===== config.mk =====
export PLATFORM = sky130hd
export DESIGN_NAME = usdp_top
export DESIGN_NICKNAME = d
export VERILOG_FILES = /design/src/rtl/usdp_pkg.sv /design/src/rtl/usdp_fifo_if.sv /design/src/rtl/usdp_fifo.sv /design/src/rtl/usdp_irq.sv /design/src/rtl/usdp_top.sv
export SDC_FILE = /design/constraint.sdc
export NUM_CORES = 1
export LEC_CHECK = 0
export ABC_AREA = 1
export CAP_MARGIN = 20
export CORE_MARGIN = 8
export CORE_UTILIZATION = 35
export DETAILED_ROUTE_END_ITERATION = 6
export DONT_BUFFER_PORTS = 1
export GPL_ROUTABILITY_DRIVEN = 0
export PLACE_DENSITY = 0.53
export SYNTH_ARGS = -nofsm -noshare
export SYNTH_HDL_FRONTEND = slang
export SYNTH_SLANG_ARGS = --single-unit

===== constraint.sdc =====
create_clock -name CLK -period 2.4 [get_ports CLK]
set_clock_uncertainty 0.05 [all_clocks]
set_input_delay 0.12 -clock CLK [delete_from_list [all_inputs] [get_ports CLK]]
set_output_delay 0.12 -clock CLK [all_outputs]
set_load 0.005 [all_outputs]

===== src/rtl/usdp_pkg.sv =====
/*
 * Constants, field positions, reset values and the state type of the shadow data port.
 * Assumes a 32-bit APB bus with zero-wait answers and a receiver/transmitter on the same clock.
 */
package usdp_pkg;
	localparam int DATA_W = 8;
	localparam int FIFO_DEPTH = 16;
	localparam int IRQ_N = 3;

	localparam logic [31:0] ADDR_DATA = 32'h5000_1068;
	localparam logic [31:0] ADDR_LINE_STAT = 32'h5000_1100;
	localparam logic [31:0] ADDR_FIFO_CTRL = 32'h5000_1104;
	localparam logic [31:0] ADDR_MODE = 32'h5000_1108;
	localparam logic [31:0] ADDR_IRQ_STAT = 32'h5000_110C;
	localparam logic [31:0] ADDR_IRQ_EN = 32'h5000_1110;
	localparam logic [31:0] ADDR_IRQ_CLR = 32'h5000_1114;

	localparam int STAT_READY_BIT = 0;
	localparam int STAT_OVR_BIT = 1;
	localparam int STAT_TXE_BIT = 5;
	localparam int CTRL_FIFO_EN_BIT = 0;
	localparam int MODE_IR_BIT = 0;
	localparam int IRQ_RX_BIT = 0;
	localparam int IRQ_OE_BIT = 1;
	localparam int IRQ_TXE_BIT = 2;

	localparam logic FIFO_EN_RST = 1'h0;
	localparam logic IR_MODE_RST = 1'h0;
	localparam logic [IRQ_N-1:0] IRQ_EN_RST = 3'h0;

	typedef struct packed {
		logic [DATA_W-1:0] rx_hold;
		logic rx_full;
		logic [DATA_W-1:0] tx_hold;
		logic tx_full;
		logic overrun;
		logic fifo_en;
		logic ir_mode;
		logic tx_empty_d;
	} usdp_top_st_t;
endpackage


===== src/rtl/usdp_fifo_if.sv =====
/*
 * Push/pop bundle between the data port and one of its FIFOs.
 * Assumes the owner drives requests and the store answers in the same cycle.
 */
`timescale 1ns/100ps
interface usdp_fifo_if #(parameter int W = 8);
	logic push;
	logic [W-1:0] push_data;
	logic pop;
	logic flush;
	logic [W-1:0] head;
	logic full;
	logic empty;
	logic accept;
	modport owner (output push, push_data, pop, flush, input head, full, empty, accept);
	modport store (input push, push_data, pop, flush, output head, full, empty, accept);
endinterface


===== src/rtl/usdp_fifo.sv =====
/*
 * Flip-flop FIFO; a push when full is taken only if a pop frees a slot in the same cycle.
 * Assumes the owner holds no request during reset.
 */
`timescale 1ns/100ps
module usdp_fifo #(
	parameter int W = 8,
	parameter int DEPTH = 16
) (
	// clock and reset
	input wire logic clk,
	input wire logic rstn,
	// queue port
	usdp_fifo_if.store f
);
	localparam int AW = (DEPTH > 1) ? $clog2(DEPTH) : 1;
	localparam logic [AW:0] FULL_CNT = (AW+1)'(DEPTH);
	localparam logic [AW-1:0] LAST_PTR = AW'(DEPTH - 1);

	typedef struct packed {
		logic [DEPTH-1:0][W-1:0] mem;
		logic [AW-1:0] wp;
		logic [AW-1:0] rp;
		logic [AW:0] cnt;
	} usdp_fifo_st_t;

	usdp_fifo_st_t s_r;
	usdp_fifo_st_t s_nxt;
	logic do_pop;
	logic do_push;

	assign do_pop = f.pop && (s_r.cnt != '0);
	assign do_push = f.push && ((s_r.cnt != FULL_CNT) || do_pop);
	assign f.head = s_r.mem[s_r.rp];
	assign f.full = (s_r.cnt == FULL_CNT);
	assign f.empty = (s_r.cnt == '0);
	assign f.accept = do_push && !f.flush;

	always_comb
	begin
		s_nxt = s_r;
		if (f.flush)
		begin
			s_nxt.wp = '0;
			s_nxt.rp = '0;
			s_nxt.cnt = '0;
		end
		else
		begin
			if (do_push)
			begin
				s_nxt.mem[s_r.wp] = f.push_data;
				s_nxt.wp = (s_r.wp == LAST_PTR) ? '0 : s_r.wp + 1'b1;
			end
			if (do_pop)
				s_nxt.rp = (s_r.rp == LAST_PTR) ? '0 : s_r.rp + 1'b1;
			if (do_push && !do_pop)
				s_nxt.cnt = s_r.cnt + 1'b1;
			else if (do_pop && !do_push)
				s_nxt.cnt = s_r.cnt - 1'b1;
		end
	end

	always_ff @(posedge clk or negedge rstn)
	begin
		if (!rstn)
			s_r <= '0;
		else
			s_r <= s_nxt;
	end
endmodule


===== src/rtl/usdp_irq.sv =====
/*
 * Sticky interrupt status with enable mask and write-one-to-clear; a set beats a clear.
 * Assumes event inputs are one-cycle pulses on the same clock.
 */
`timescale 1ns/100ps
module usdp_irq
	import usdp_pkg::*;
#(
	parameter int N = 3
) (
	// clock and reset
	input wire logic clk,
	input wire logic rstn,
	// events and register writes
	input wire logic [N-1:0] event_i,
	input wire logic en_wr,
	input wire logic clr_wr,
	input wire logic [N-1:0] wdata,
	// state and request
	output logic [N-1:0] status,
	output logic [N-1:0] enable,
	output logic irq
);
	typedef struct packed {
		logic [N-1:0] status;
		logic [N-1:0] enable;
	} usdp_irq_st_t;

	usdp_irq_st_t s_r;
	usdp_irq_st_t s_nxt;

	always_comb
	begin
		s_nxt = s_r;
		if (en_wr)
			s_nxt.enable = wdata;
		if (clr_wr)
			s_nxt.status = s_r.status & ~wdata;
		s_nxt.status = s_nxt.status | event_i;
	end

	always_ff @(posedge clk or negedge rstn)
	begin
		if (!rstn)
		begin
			s_r.status <= '0;
			s_r.enable <= N'(IRQ_EN_RST);
		end
		else
			s_r <= s_nxt;
	end

	assign status = s_r.status;
	assign enable = s_r.enable;
	assign irq = |(s_r.status & s_r.enable);
endmodule


===== src/rtl/usdp_top.sv =====
/*
 * Shadow receive-buffer / transmit-holding data port with line status, FIFO control and interrupts on APB.
 * Assumes receiver and transmitter sit on CLK, deliver and take whole bytes, and handle framing and pins.
 */
`timescale 1ns/100ps
module usdp_top
	import usdp_pkg::*;
#(
	parameter int DEPTH = FIFO_DEPTH
) (
	// clock and reset
	input wire logic CLK,
	input wire logic RSTN,
	// apb slave
	input wire logic PSEL,
	input wire logic PENABLE,
	input wire logic PWRITE,
	input wire logic [31:0] PADDR,
	input wire logic [31:0] PWDATA,
	output logic [31:0] PRDATA,
	output logic PREADY,
	output logic PSLVERR,
	// received characters
	input wire logic RX_SIN_VALID,
	input wire logic [DATA_W-1:0] RX_SIN_DATA,
	input wire logic RX_SIR_VALID,
	input wire logic [DATA_W-1:0] RX_SIR_DATA,
	// characters to send
	output logic TX_VALID,
	output logic [DATA_W-1:0] TX_DATA,
	output logic TX_IR_SEL,
	input wire logic TX_READY,
	// interrupt
	output logic IRQ
);
	usdp_top_st_t s_r;
	usdp_top_st_t s_nxt;

	usdp_fifo_if #(.W(DATA_W)) rx_if ();
	usdp_fifo_if #(.W(DATA_W)) tx_if ();

	logic acc;
	logic wr;
	logic rd;
	logic hit_data;
	logic hit_line;
	logic hit_ctrl;
	logic hit_mode;
	logic hit_stat;
	logic hit_en;
	logic hit_clr;
	logic mapped;
	logic data_rd;
	logic data_wr;
	logic line_rd;
	logic ctrl_wr;
	logic flush;
	logic rx_vld;
	logic [DATA_W-1:0] rx_byte;
	logic [DATA_W-1:0] wbyte;
	logic rx_ready;
	logic tx_empty;
	logic ov_ev;
	logic rx_ev;
	logic [31:0] line_val;
	logic [IRQ_N-1:0] irq_ev;
	logic [IRQ_N-1:0] irq_stat;
	logic [IRQ_N-1:0] irq_en;

	// zero-wait apb decode
	assign PREADY = 1'b1;
	assign acc = PSEL && PENABLE;
	assign wr = acc && PWRITE;
	assign rd = acc && !PWRITE;
	assign hit_data = (PADDR == ADDR_DATA);
	assign hit_line = (PADDR == ADDR_LINE_STAT);
	assign hit_ctrl = (PADDR == ADDR_FIFO_CTRL);
	assign hit_mode = (PADDR == ADDR_MODE);
	assign hit_stat = (PADDR == ADDR_IRQ_STAT);
	assign hit_en = (PADDR == ADDR_IRQ_EN);
	assign hit_clr = (PADDR == ADDR_IRQ_CLR);
	assign mapped = hit_data || hit_line || hit_ctrl || hit_mode || hit_stat || hit_en || hit_clr;
	assign PSLVERR = acc && !mapped;
	assign data_rd = rd && hit_data;
	assign data_wr = wr && hit_data;
	assign line_rd = rd && hit_line;
	assign ctrl_wr = wr && hit_ctrl;
	assign wbyte = PWDATA[DATA_W-1:0];

	// infrared mode picks the receive source
	assign rx_vld = s_r.ir_mode ? RX_SIR_VALID : RX_SIN_VALID;
	assign rx_byte = s_r.ir_mode ? RX_SIR_DATA : RX_SIN_DATA;

	// toggling fifo enable empties both queues
	assign flush = ctrl_wr && (PWDATA[CTRL_FIFO_EN_BIT] != s_r.fifo_en);

	assign rx_if.push = s_r.fifo_en && rx_vld;
	assign rx_if.push_data = rx_byte;
	assign rx_if.pop = s_r.fifo_en && data_rd;
	assign rx_if.flush = flush;
	assign tx_if.push = s_r.fifo_en && data_wr;
	assign tx_if.push_data = wbyte;
	assign tx_if.pop = s_r.fifo_en && TX_READY;
	assign tx_if.flush = flush;

	usdp_fifo #(.W(DATA_W), .DEPTH(DEPTH)) u_rx_fifo (
		.clk(CLK),
		.rstn(RSTN),
		.f(rx_if.store)
	);

	usdp_fifo #(.W(DATA_W), .DEPTH(DEPTH)) u_tx_fifo (
		.clk(CLK),
		.rstn(RSTN),
		.f(tx_if.store)
	);

	assign rx_ready = s_r.fifo_en ? !rx_if.empty : s_r.rx_full;
	assign tx_empty = s_r.fifo_en ? tx_if.empty : !s_r.tx_full;
	assign ov_ev = s_r.fifo_en ? (rx_if.push && !rx_if.accept) : (rx_vld && s_r.rx_full && !data_rd);
	assign rx_ev = s_r.fifo_en ? rx_if.accept : rx_vld;

	assign TX_VALID = s_r.fifo_en ? !tx_if.empty : s_r.tx_full;
	assign TX_DATA = s_r.fifo_en ? tx_if.head : s_r.tx_hold;
	assign TX_IR_SEL = s_r.ir_mode;

	always_comb
	begin
		s_nxt = s_r;
		s_nxt.tx_empty_d = tx_empty;
		if (!s_r.fifo_en)
		begin
			if (data_rd)
				s_nxt.rx_full = 1'b0;
			// a fresh character overwrites an unread one
			if (rx_vld)
			begin
				s_nxt.rx_hold = rx_byte;
				s_nxt.rx_full = 1'b1;
			end
			if (TX_READY && s_r.tx_full)
				s_nxt.tx_full = 1'b0;
			// a write replaces any byte still pending
			if (data_wr)
			begin
				s_nxt.tx_hold = wbyte;
				s_nxt.tx_full = 1'b1;
			end
		end
		if (flush)
		begin
			s_nxt.rx_full = 1'b0;
			s_nxt.tx_full = 1'b0;
		end
		if (line_rd)
			s_nxt.overrun = 1'b0;
		if (ov_ev)
			s_nxt.overrun = 1'b1;
		if (ctrl_wr)
			s_nxt.fifo_en = PWDATA[CTRL_FIFO_EN_BIT];
		if (wr && hit_mode)
			s_nxt.ir_mode = PWDATA[MODE_IR_BIT];
	end

	always_ff @(posedge CLK or negedge RSTN)
	begin
		if (!RSTN)
		begin
			s_r <= '0;
			s_r.fifo_en <= FIFO_EN_RST;
			s_r.ir_mode <= IR_MODE_RST;
			s_r.tx_empty_d <= 1'b1;
		end
		else
			s_r <= s_nxt;
	end

	assign irq_ev[IRQ_RX_BIT] = rx_ev;
	assign irq_ev[IRQ_OE_BIT] = ov_ev;
	assign irq_ev[IRQ_TXE_BIT] = tx_empty && !s_r.tx_empty_d;

	usdp_irq #(.N(IRQ_N)) u_irq (
		.clk(CLK),
		.rstn(RSTN),
		.event_i(irq_ev),
		.en_wr(wr && hit_en),
		.clr_wr(wr && hit_clr),
		.wdata(PWDATA[IRQ_N-1:0]),
		.status(irq_stat),
		.enable(irq_en),
		.irq(IRQ)
	);

	always_comb
	begin
		line_val = '0;
		line_val[STAT_READY_BIT] = rx_ready;
		line_val[STAT_OVR_BIT] = s_r.overrun;
		line_val[STAT_TXE_BIT] = tx_empty;
	end

	// read mux; reserved and unmapped bits read zero
	always_comb
	begin
		PRDATA = '0;
		if (rd)
		begin
			if (hit_data)
				PRDATA[DATA_W-1:0] = s_r.fifo_en ? rx_if.head : s_r.rx_hold;
			else if (hit_line)
				PRDATA = line_val;
			else if (hit_ctrl)
				PRDATA[CTRL_FIFO_EN_BIT] = s_r.fifo_en;
			else if (hit_mode)
				PRDATA[MODE_IR_BIT] = s_r.ir_mode;
			else if (hit_stat)
				PRDATA[IRQ_N-1:0] = irq_stat;
			else if (hit_en)
				PRDATA[IRQ_N-1:0] = irq_en;
		end
	end
endmodule


==> summary.md, run 1 <==
| Metric | Value |
|---|---|
| Outcome | `finished, violations left` |
| Failing checks | `negative hold slack, negative setup slack` |
| Slew HR | `a little under a quarter` |
| Antenna diodes | `0` |
| Initial antenna violation count | `0` |
| RSZ-0062 raised after global routing | `true` |
| Crit start category | `flop` |
| Nets | `2,350` |
| Routed vias | `15,000` |
| R2r worst-path depth | `14` |
| Data arrival time of the worst path | `2.32 ns` |
| Hold/Removal Path Class | `in2async` |
| Prevailing post-synth register cell | `dfrtp_1` |
| Initial DRC Count | `1,409` |
| Clk Latency, worst-skew pair | `0.55 ns` |
| Max FO, Critical Path | `10` |
| DRC viols | `0` |
| Routed wire per std cell | `18.6 um` |
| Drt total wl | `approximately 54,000 um` |
| Minimum clock period | `about 2.5 ns` |
| Area occupied by multi-input gates | `7950 sq um` |
| Vias/cell | `5.21` |
| Crit Reg-Reg Startpoint | `u_tx_fifo.s_r[2]` |
| Count of pins over their slew limit | `0` |
| Root Buffer Master | `clkbuf_16` |
| Worst-path clk slew | `0.06 ns` |
| Crit end category | `output port` |
| Final ANT Viol Nets | `0` |
| Inserted Clock Buffers | `38` |
| Die width | `233 um` |
| Post-synthesis compound-gate area fraction | `13.6%` |
| Clock Path Buffers | `3` |
| Setup TNS | `-0.380 ns` |
| Internal reg-to-reg setup slack | `0.13 ns` |
| Filler cells | `4,633` |
| CTS H-tree depth | `2` |
| Vias in the first global route | `14,200` |
| Number of synthesized flops with an enable pin | `0` |
| Hold Fails Final Rpt | `311` |
| Synth-to-Final Area Change | `21.7%` |
| Die area | `between 50,000 and 60,000 sq um` |
| Fraction of layout cells with a size suffix above 1 | `15.1%` |
| Initial Util | `35.4%` |
| Largest net degree at the start of global routing | `311` |
| Asr flop ratio synth | `100%` |
| Gr usage total | `a little under a fifth` |
| Critical path class | `reg2out` |
| Tightest Pin Transition | `1.16 ns` |
| Worst setup margin | `-0.0928 ns` |
| Die height | `233 um` |
| Synth warn | `0` |
| Final setup viols | `8` |
| Slowest cell on the critical path | `dfrtp_2` |
| Hpwl dp | `33,200 um` |
| Clock Sinks | `between 300 and 400` |
| Synthesized cell area | `16,500 sq um` |
| Most frequent cells in the layout | `685 x nand2_1, 304 x dfrtp_1, 196 x nand3_1` |
| Synth Instances | `2,154` |
| Commonest non-fill, non-tap cell in the layout | `nand2_1` |
| PwrDens | `~550 nW/um^2` |
| Worst ir drop on vdd | `0.426 mV` |
| Max Cap Viol | `0` |
| DR pass1 iterations | `7` |
| Io pins | `133` |
| CTS tree | `built` |
| Final Power | `0.0111 W` |
| First-pass GRT wire length | `81,800 um` |
| Number of distinct library cells after synthesis | `48` |
| Slowest cell delay on critical path | `0.47 ns` |
| Crit path cell chain | `buf_6, buf_4, clkbuf_16, o21ai_0, o22ai_1, o211ai_1, a41oi_2` |
| Seq/Total Area, Yosys | `47.1%` |
| Leak Pwr | `10.1 nW` |
| Synth Area in Adders | `1.46%` |
| WHS | `-0.762 ns` |
| Final Cycle Share | `104%` |
| Cts-stage hold buffer count | `25` |
| XOR/XNOR Fraction of Synth Area | `0.585%` |
| Cell row count | `79` |
| Simple-Gate Fraction of Synth Area | `between 20 and 30%` |
| Grt total ovfl | `0` |
| Avg Cell Area, Syn | `7.64 sq um` |
| Pre-CTS setup slack | `-0.0847 ns` |
| Max frequency | `401 MHz` |
| Crit path from | `u_rx_fifo.s_r[5]` |
| Mux cell area share after synthesis | `0.190%` |
| Port bufs | `0` |
| Core Area | `46,500 sq um` |
| Worst Path Required | `2.23 ns` |
| Largest family of logic cells by synthesized area | `simple AND/OR/NAND/NOR gates` |
| FF+latch area | `7760 sq um` |
| Synth Register Bits | `310` |
==> per-stage QoR <==
stage / std cells / utilization [%] / hold WS [ns] / area (sq um)
after floorplan: 2177 / - / -0.226 / 16500
after global placement: 2749 / 37.6 / -0.192 / 17500
after detailed placement: 2749 / 37.6 / -0.188 / 17500
after CTS: 2857 / 42.0 / -0.779 / 19500
after global routing: 2878 / 43.1 / -0.790 / 20000
final: 2878 / 43.1 / -0.762 / 20000
==> state kept, by name, summed over array words and instances (netlist names) <==
name	flops
u_irq.status	3
line_val	1
s_r	20
u_rx_fifo.s_r	141
TX_IR_SEL	1
u_irq.enable	3
u_tx_fifo.s_r	141
==> synthesized netlist by cell type, types with 2 or more instances <==
| cell | instances | area, sq um |
|---|---|---|
| a31oi_1 | 7 | 43.8 |
| conb_1 | 2 | 7.51 |
| buf_6 | 9 | 101 |
| o22ai_1 | 16 | 100 |
| xor2_1 | 9 | 78.8 |
| mux2i_1 | 2 | 20.0 |
| buf_4 | 27 | 203 |
| nor2_4 | 11 | 124 |
| nand3_2 | 3 | 30.0 |
| clkbuf_1 | 75 | 282 |
| fa_1 | 2 | 40.0 |
| nand2_8 | 2 | 40.0 |
| a22oi_1 | 9 | 67.6 |
| o221ai_1 | 3 | 26.3 |
| nand4_1 | 18 | 113 |
| nand3_1 | 215 | 1080 |
| buf_2 | 23 | 115 |
| nor2_2 | 5 | 31.3 |
| nand2_2 | 2 | 12.5 |
| o211ai_1 | 11 | 82.6 |
| nor2_8 | 8 | 160 |
| nand2_1 | 706 | 2650 |
| xnor2_1 | 2 | 17.5 |
| nor3_1 | 10 | 50.1 |
| nor2_1 | 113 | 424 |
| dfrtp_1 | 309 | 7730 |
| buf_1 | 5 | 18.8 |
| o21ai_1 | 115 | 576 |
| clkinv_1 | 5 | 18.8 |
| o21ai_0 | 145 | 726 |
| nand2_4 | 2 | 22.5 |
| inv_1 | 141 | 529 |
| a41oi_1 | 12 | 105 |
| a21oi_1 | 94 | 470 |
| ha_1 | 16 | 200 |
| o21bai_1 | 2 | 15.0 |
| inv_2 | 7 | 26.3 |
==> cell type report <==
| type | count | area share (%) |
|---|---|---|
| clock buffers | 61 | 5.64 |
| clock inverters | 6 | 0.275 |
| inverters | 154 | 2.99 |
| multi-input cells | 1574 | 39.7 |
| flip-flops and latches | 310 | 38.8 |
| well taps | 607 | 3.79 |
| repair buffers | 166 | 8.86 |
==> power by group <==
part | internal [W] | switching [W]
Combinational | 0.0000871 | 0.000227
Sequential | 0.00525 | 0.0000111
Clock | 0.00322 | 0.00230
==> logic make-up after synthesis <==
group                      after synthesis
DFF                                    310
AOI/OAI and AO/OA                      418
other                                    2
xor gates and xnor gates                11
and+or+nand+nor                       1099
buffers and inverters                  293
muxes                                    3
adders and majority gates               18
==> critical path: cells and delay by family (launching register included) <==
family,cells,cell delay (ns)
AOI/OAI and AO/OA,4,0.83
buffers and inverters,3,0.46
DFF,1,0.47
==> repair_timing <==
action	in CTS	in global routing
endpoints found under the setup margin	17	146
pin swaps	20	44
cloned	7	6
buffers inserted	9	15
endpoints found under the hold margin	463	310
resized for setup	76	84
==> final timing paths <==
kind	endpoint
min in group CLK	u_tx_fifo.s_r[12]
worst max register to register	u_tx_fifo.s_r[4]
worst max-delay path	PRDATA[3]
worst min register to register	u_rx_fifo.s_r[32]
worst min-delay path	u_rx_fifo.s_r[3]
max in group asynchronous	u_rx_fifo.s_r[8]
==> routing by layer <==
| metal | vias to the layer above | GRT usage, % | share of wire (%) |
|---|---|---|---|
| li1 | 7203 | - | - |
| met1 | 7265 | 26.5 | 46 |
| met2 | 442 | 30.0 | 46 |
| met3 | 74 | 2.78 | 5.6 |
| met4 | 0 | 5.75 | 2.4 |
| met5 | - | 0 | 0 |
(Power assumes the default switching activity.)
==> run 2, diff against run 1 <==
- CORE_UTILIZATION: 35 -> 53
- PLACE_DENSITY: 0.53 -> 0.73
==> summary.md, run 2 (synthesis results as in run 1) <==
| Metric | Value |
|---|---|
| Outcome | `finished, violations left` |
| Failing checks | `negative hold slack, negative setup slack` |
| Crit path cell chain | `buf_6, buf_12, a21oi_2, a22oi_1, nand2_1, nand2_2, nor2_2, o21ai_2, nand2_1, a21oi_2` |
| CTS tree | `built` |
| Minimum clock period | `2.44 ns` |
| Clock Sinks | `310` |
| CTS H-tree depth | `2` |
| Final Cycle Share | `102%` |
| Drt total wl | `48,900 um` |
| Initial Util | `between 50% and 60%` |
| WHS | `-0.744 ns` |
| Max FO, Critical Path | `8` |
| Initial antenna violation count | `1` |
| RSZ-0062 raised after global routing | `true` |
| Slowest cell on the critical path | `dfrtp_2` |
| Vias in the first global route | `14,600` |
| Io pins | `around 130` |
| Slowest cell delay on critical path | `about 0.42 ns` |
| Top flop regs | `u_rx_fifo.s_r x141, u_tx_fifo.s_r x141, s_r x20` |
| Crit start category | `flop` |
| DP Area | `17,000 sq um` |
| Commonest non-fill, non-tap cell in the layout | `nand2_1` |
| Tightest Pin Transition | `1.06 ns` |
| Die height | `192 um` |
| Cts-stage hold buffer count | `23` |
| Pre-CTS setup slack | `-0.0466 ns` |
| Final instance area | `roughly 19,000 sq um` |
| Crit end category | `output port` |
| Data arrival time of the worst path | `2.27 ns` |
| Max Cap Viol | `0` |
| Initial DRC Count | `~1,800` |
| Slew HR | `29.5%` |
| Leak Pwr | `9.76 nW` |
| DRC viols | `0` |
| Hpwl dp | `30,200 um` |
| Final setup viols | `3` |
| Final ANT Viol Nets | `0` |
| Worst setup margin | `-0.0415 ns` |
| Clk Latency, worst-skew pair | `0.52 ns` |
| Fraction of layout cells with a size suffix above 1 | `around an eighth` |
| Die width | `192 um` |
| Vias/cell | `5.80` |
| Largest net degree at the start of global routing | `311` |
| Cell row count | `64` |
| Core Area | `just over 30,000 sq um` |
| Synth-to-Final Area Change | `16.1%` |
| Die area | `around 37,000 sq um` |
| Setup TNS | `-0.0828 ns` |
| Root Buffer Master | `clkbuf_16` |
| Nets | `2,305` |
| PwrDens | `574 nW/um^2` |
| Grt total ovfl | `0` |
| First-pass GRT wire length | `76,800 um` |
| Critical path class | `reg2out` |
| Worst-path clk slew | `0.06 ns` |
| Worst Path Required | `2.23 ns` |
| Hold/Removal Path Class | `in2async` |
| Routed vias | `about 15,000` |
| Gr usage total | `25.6%` |
| Worst ir drop on vdd | `between 0.4 and 0.5 mV` |
| Final Power | `0.0110 W` |
| Max frequency | `410 MHz` |
| DR pass1 iterations | `7` |
| Most frequent cells in the layout | `687 x nand2_1, 307 x dfrtp_1, 205 x nand3_1` |
| Hold Fails Final Rpt | `311` |
| Inserted Clock Buffers | `35` |
| Clock Path Buffers | `3` |
| Port bufs | `0` |
| Routed wire per std cell | `18.6 um` |
| Count of pins over their slew limit | `0` |
## run 2: cell count changes in the layout (fill, tap and decap cells not counted), moves of 4 or more
cell,change
bufbuf_16,-5
o21ai_1,-11
nand3_1,+9
a22oi_2,-6
a22oi_1,+6
o21ai_0,+9
clkbuf_1,-6
clkbuf_16,-4
nand3_2,-9
buf_4,-32
## run 2: worst max-delay path: cells and delay by family, from the launching register on
family / cells / cell delay, ns
buffers and inverters: 2 / 0.33
DFF: 1 / 0.42
and+or+nand+nor: 4 / 0.37
AOI/OAI and AO/OA: 4 / 0.63
## run 2: layout make-up
cell class                      count  area (sq um)
Clock inverter                     10           115
Multi-Input combinational cell   1574          7840
Sequential cell                   310          7760
Antenna cell                        1          2.50
Timing Repair Buffer              124          1260
Fill cell                        2601         11500
Inverter                          154           591
Tap cell                          396           495
Clock buffer                       53          1040
## run 2: power breakdown
part           internal [W]  total (W)  leakage, nW  switching [W]
clock               0.00323    0.00542        0.575        0.00219
combinational     0.0000782   0.000295         5.25       0.000217
sequential          0.00524    0.00526         3.94      0.0000127
total               0.00855     0.0110         9.76        0.00242
## run 2: per-stage QoR
step / cells / utilization, %
2_1_floorplan: 2177 / -
3_3_place_gp: 2513 / 55.6
3_5_place_dp: 2513 / 55.6
4_1_cts: 2605 / 60.8
5_1_grt: 2622 / 62.5
6_report: 2622 / 62.5
## run 2: path summary, 6_finish.rpt
kind | from | end | slack, ns | cells after the start
worst max-delay path | u_rx_fifo.s_r[5] | PRDATA[2] | -0.04 | 10
worst min-delay path | RSTN | u_rx_fifo.s_r[3] | -0.74 | 0
worst max register to register | u_rx_fifo.s_r[3] | u_rx_fifo.s_r[4] | 0.10 | 14
worst min register to register | u_rx_fifo.s_r[24] | u_rx_fifo.s_r[24] | 0.42 | 2
max in group asynchronous | RSTN | u_rx_fifo.s_r[36] | 2.17 | 0
min in group CLK | TX_READY | u_tx_fifo.s_r[5] | -0.01 | 5
## run 2: repair_timing
item	4_1_cts	5_1_grt
pin swaps	3	29
hold endpoints to repair	462	310
buffers inserted	4	12
gates cloned	2	5
gates resized for setup	27	91
setup endpoints to repair	10	107
## run 2: routing by layer
layer | GRT usage, % | vias to the layer above | routed length [um]
li1 | - | 7108 | -
met1 | 35.7 | 7299 | 20700
met2 | 40.6 | 705 | 22900
met3 | 2.89 | 103 | 3800
met4 | 9.55 | 0 | 1500
met5 | 0 | - | 0
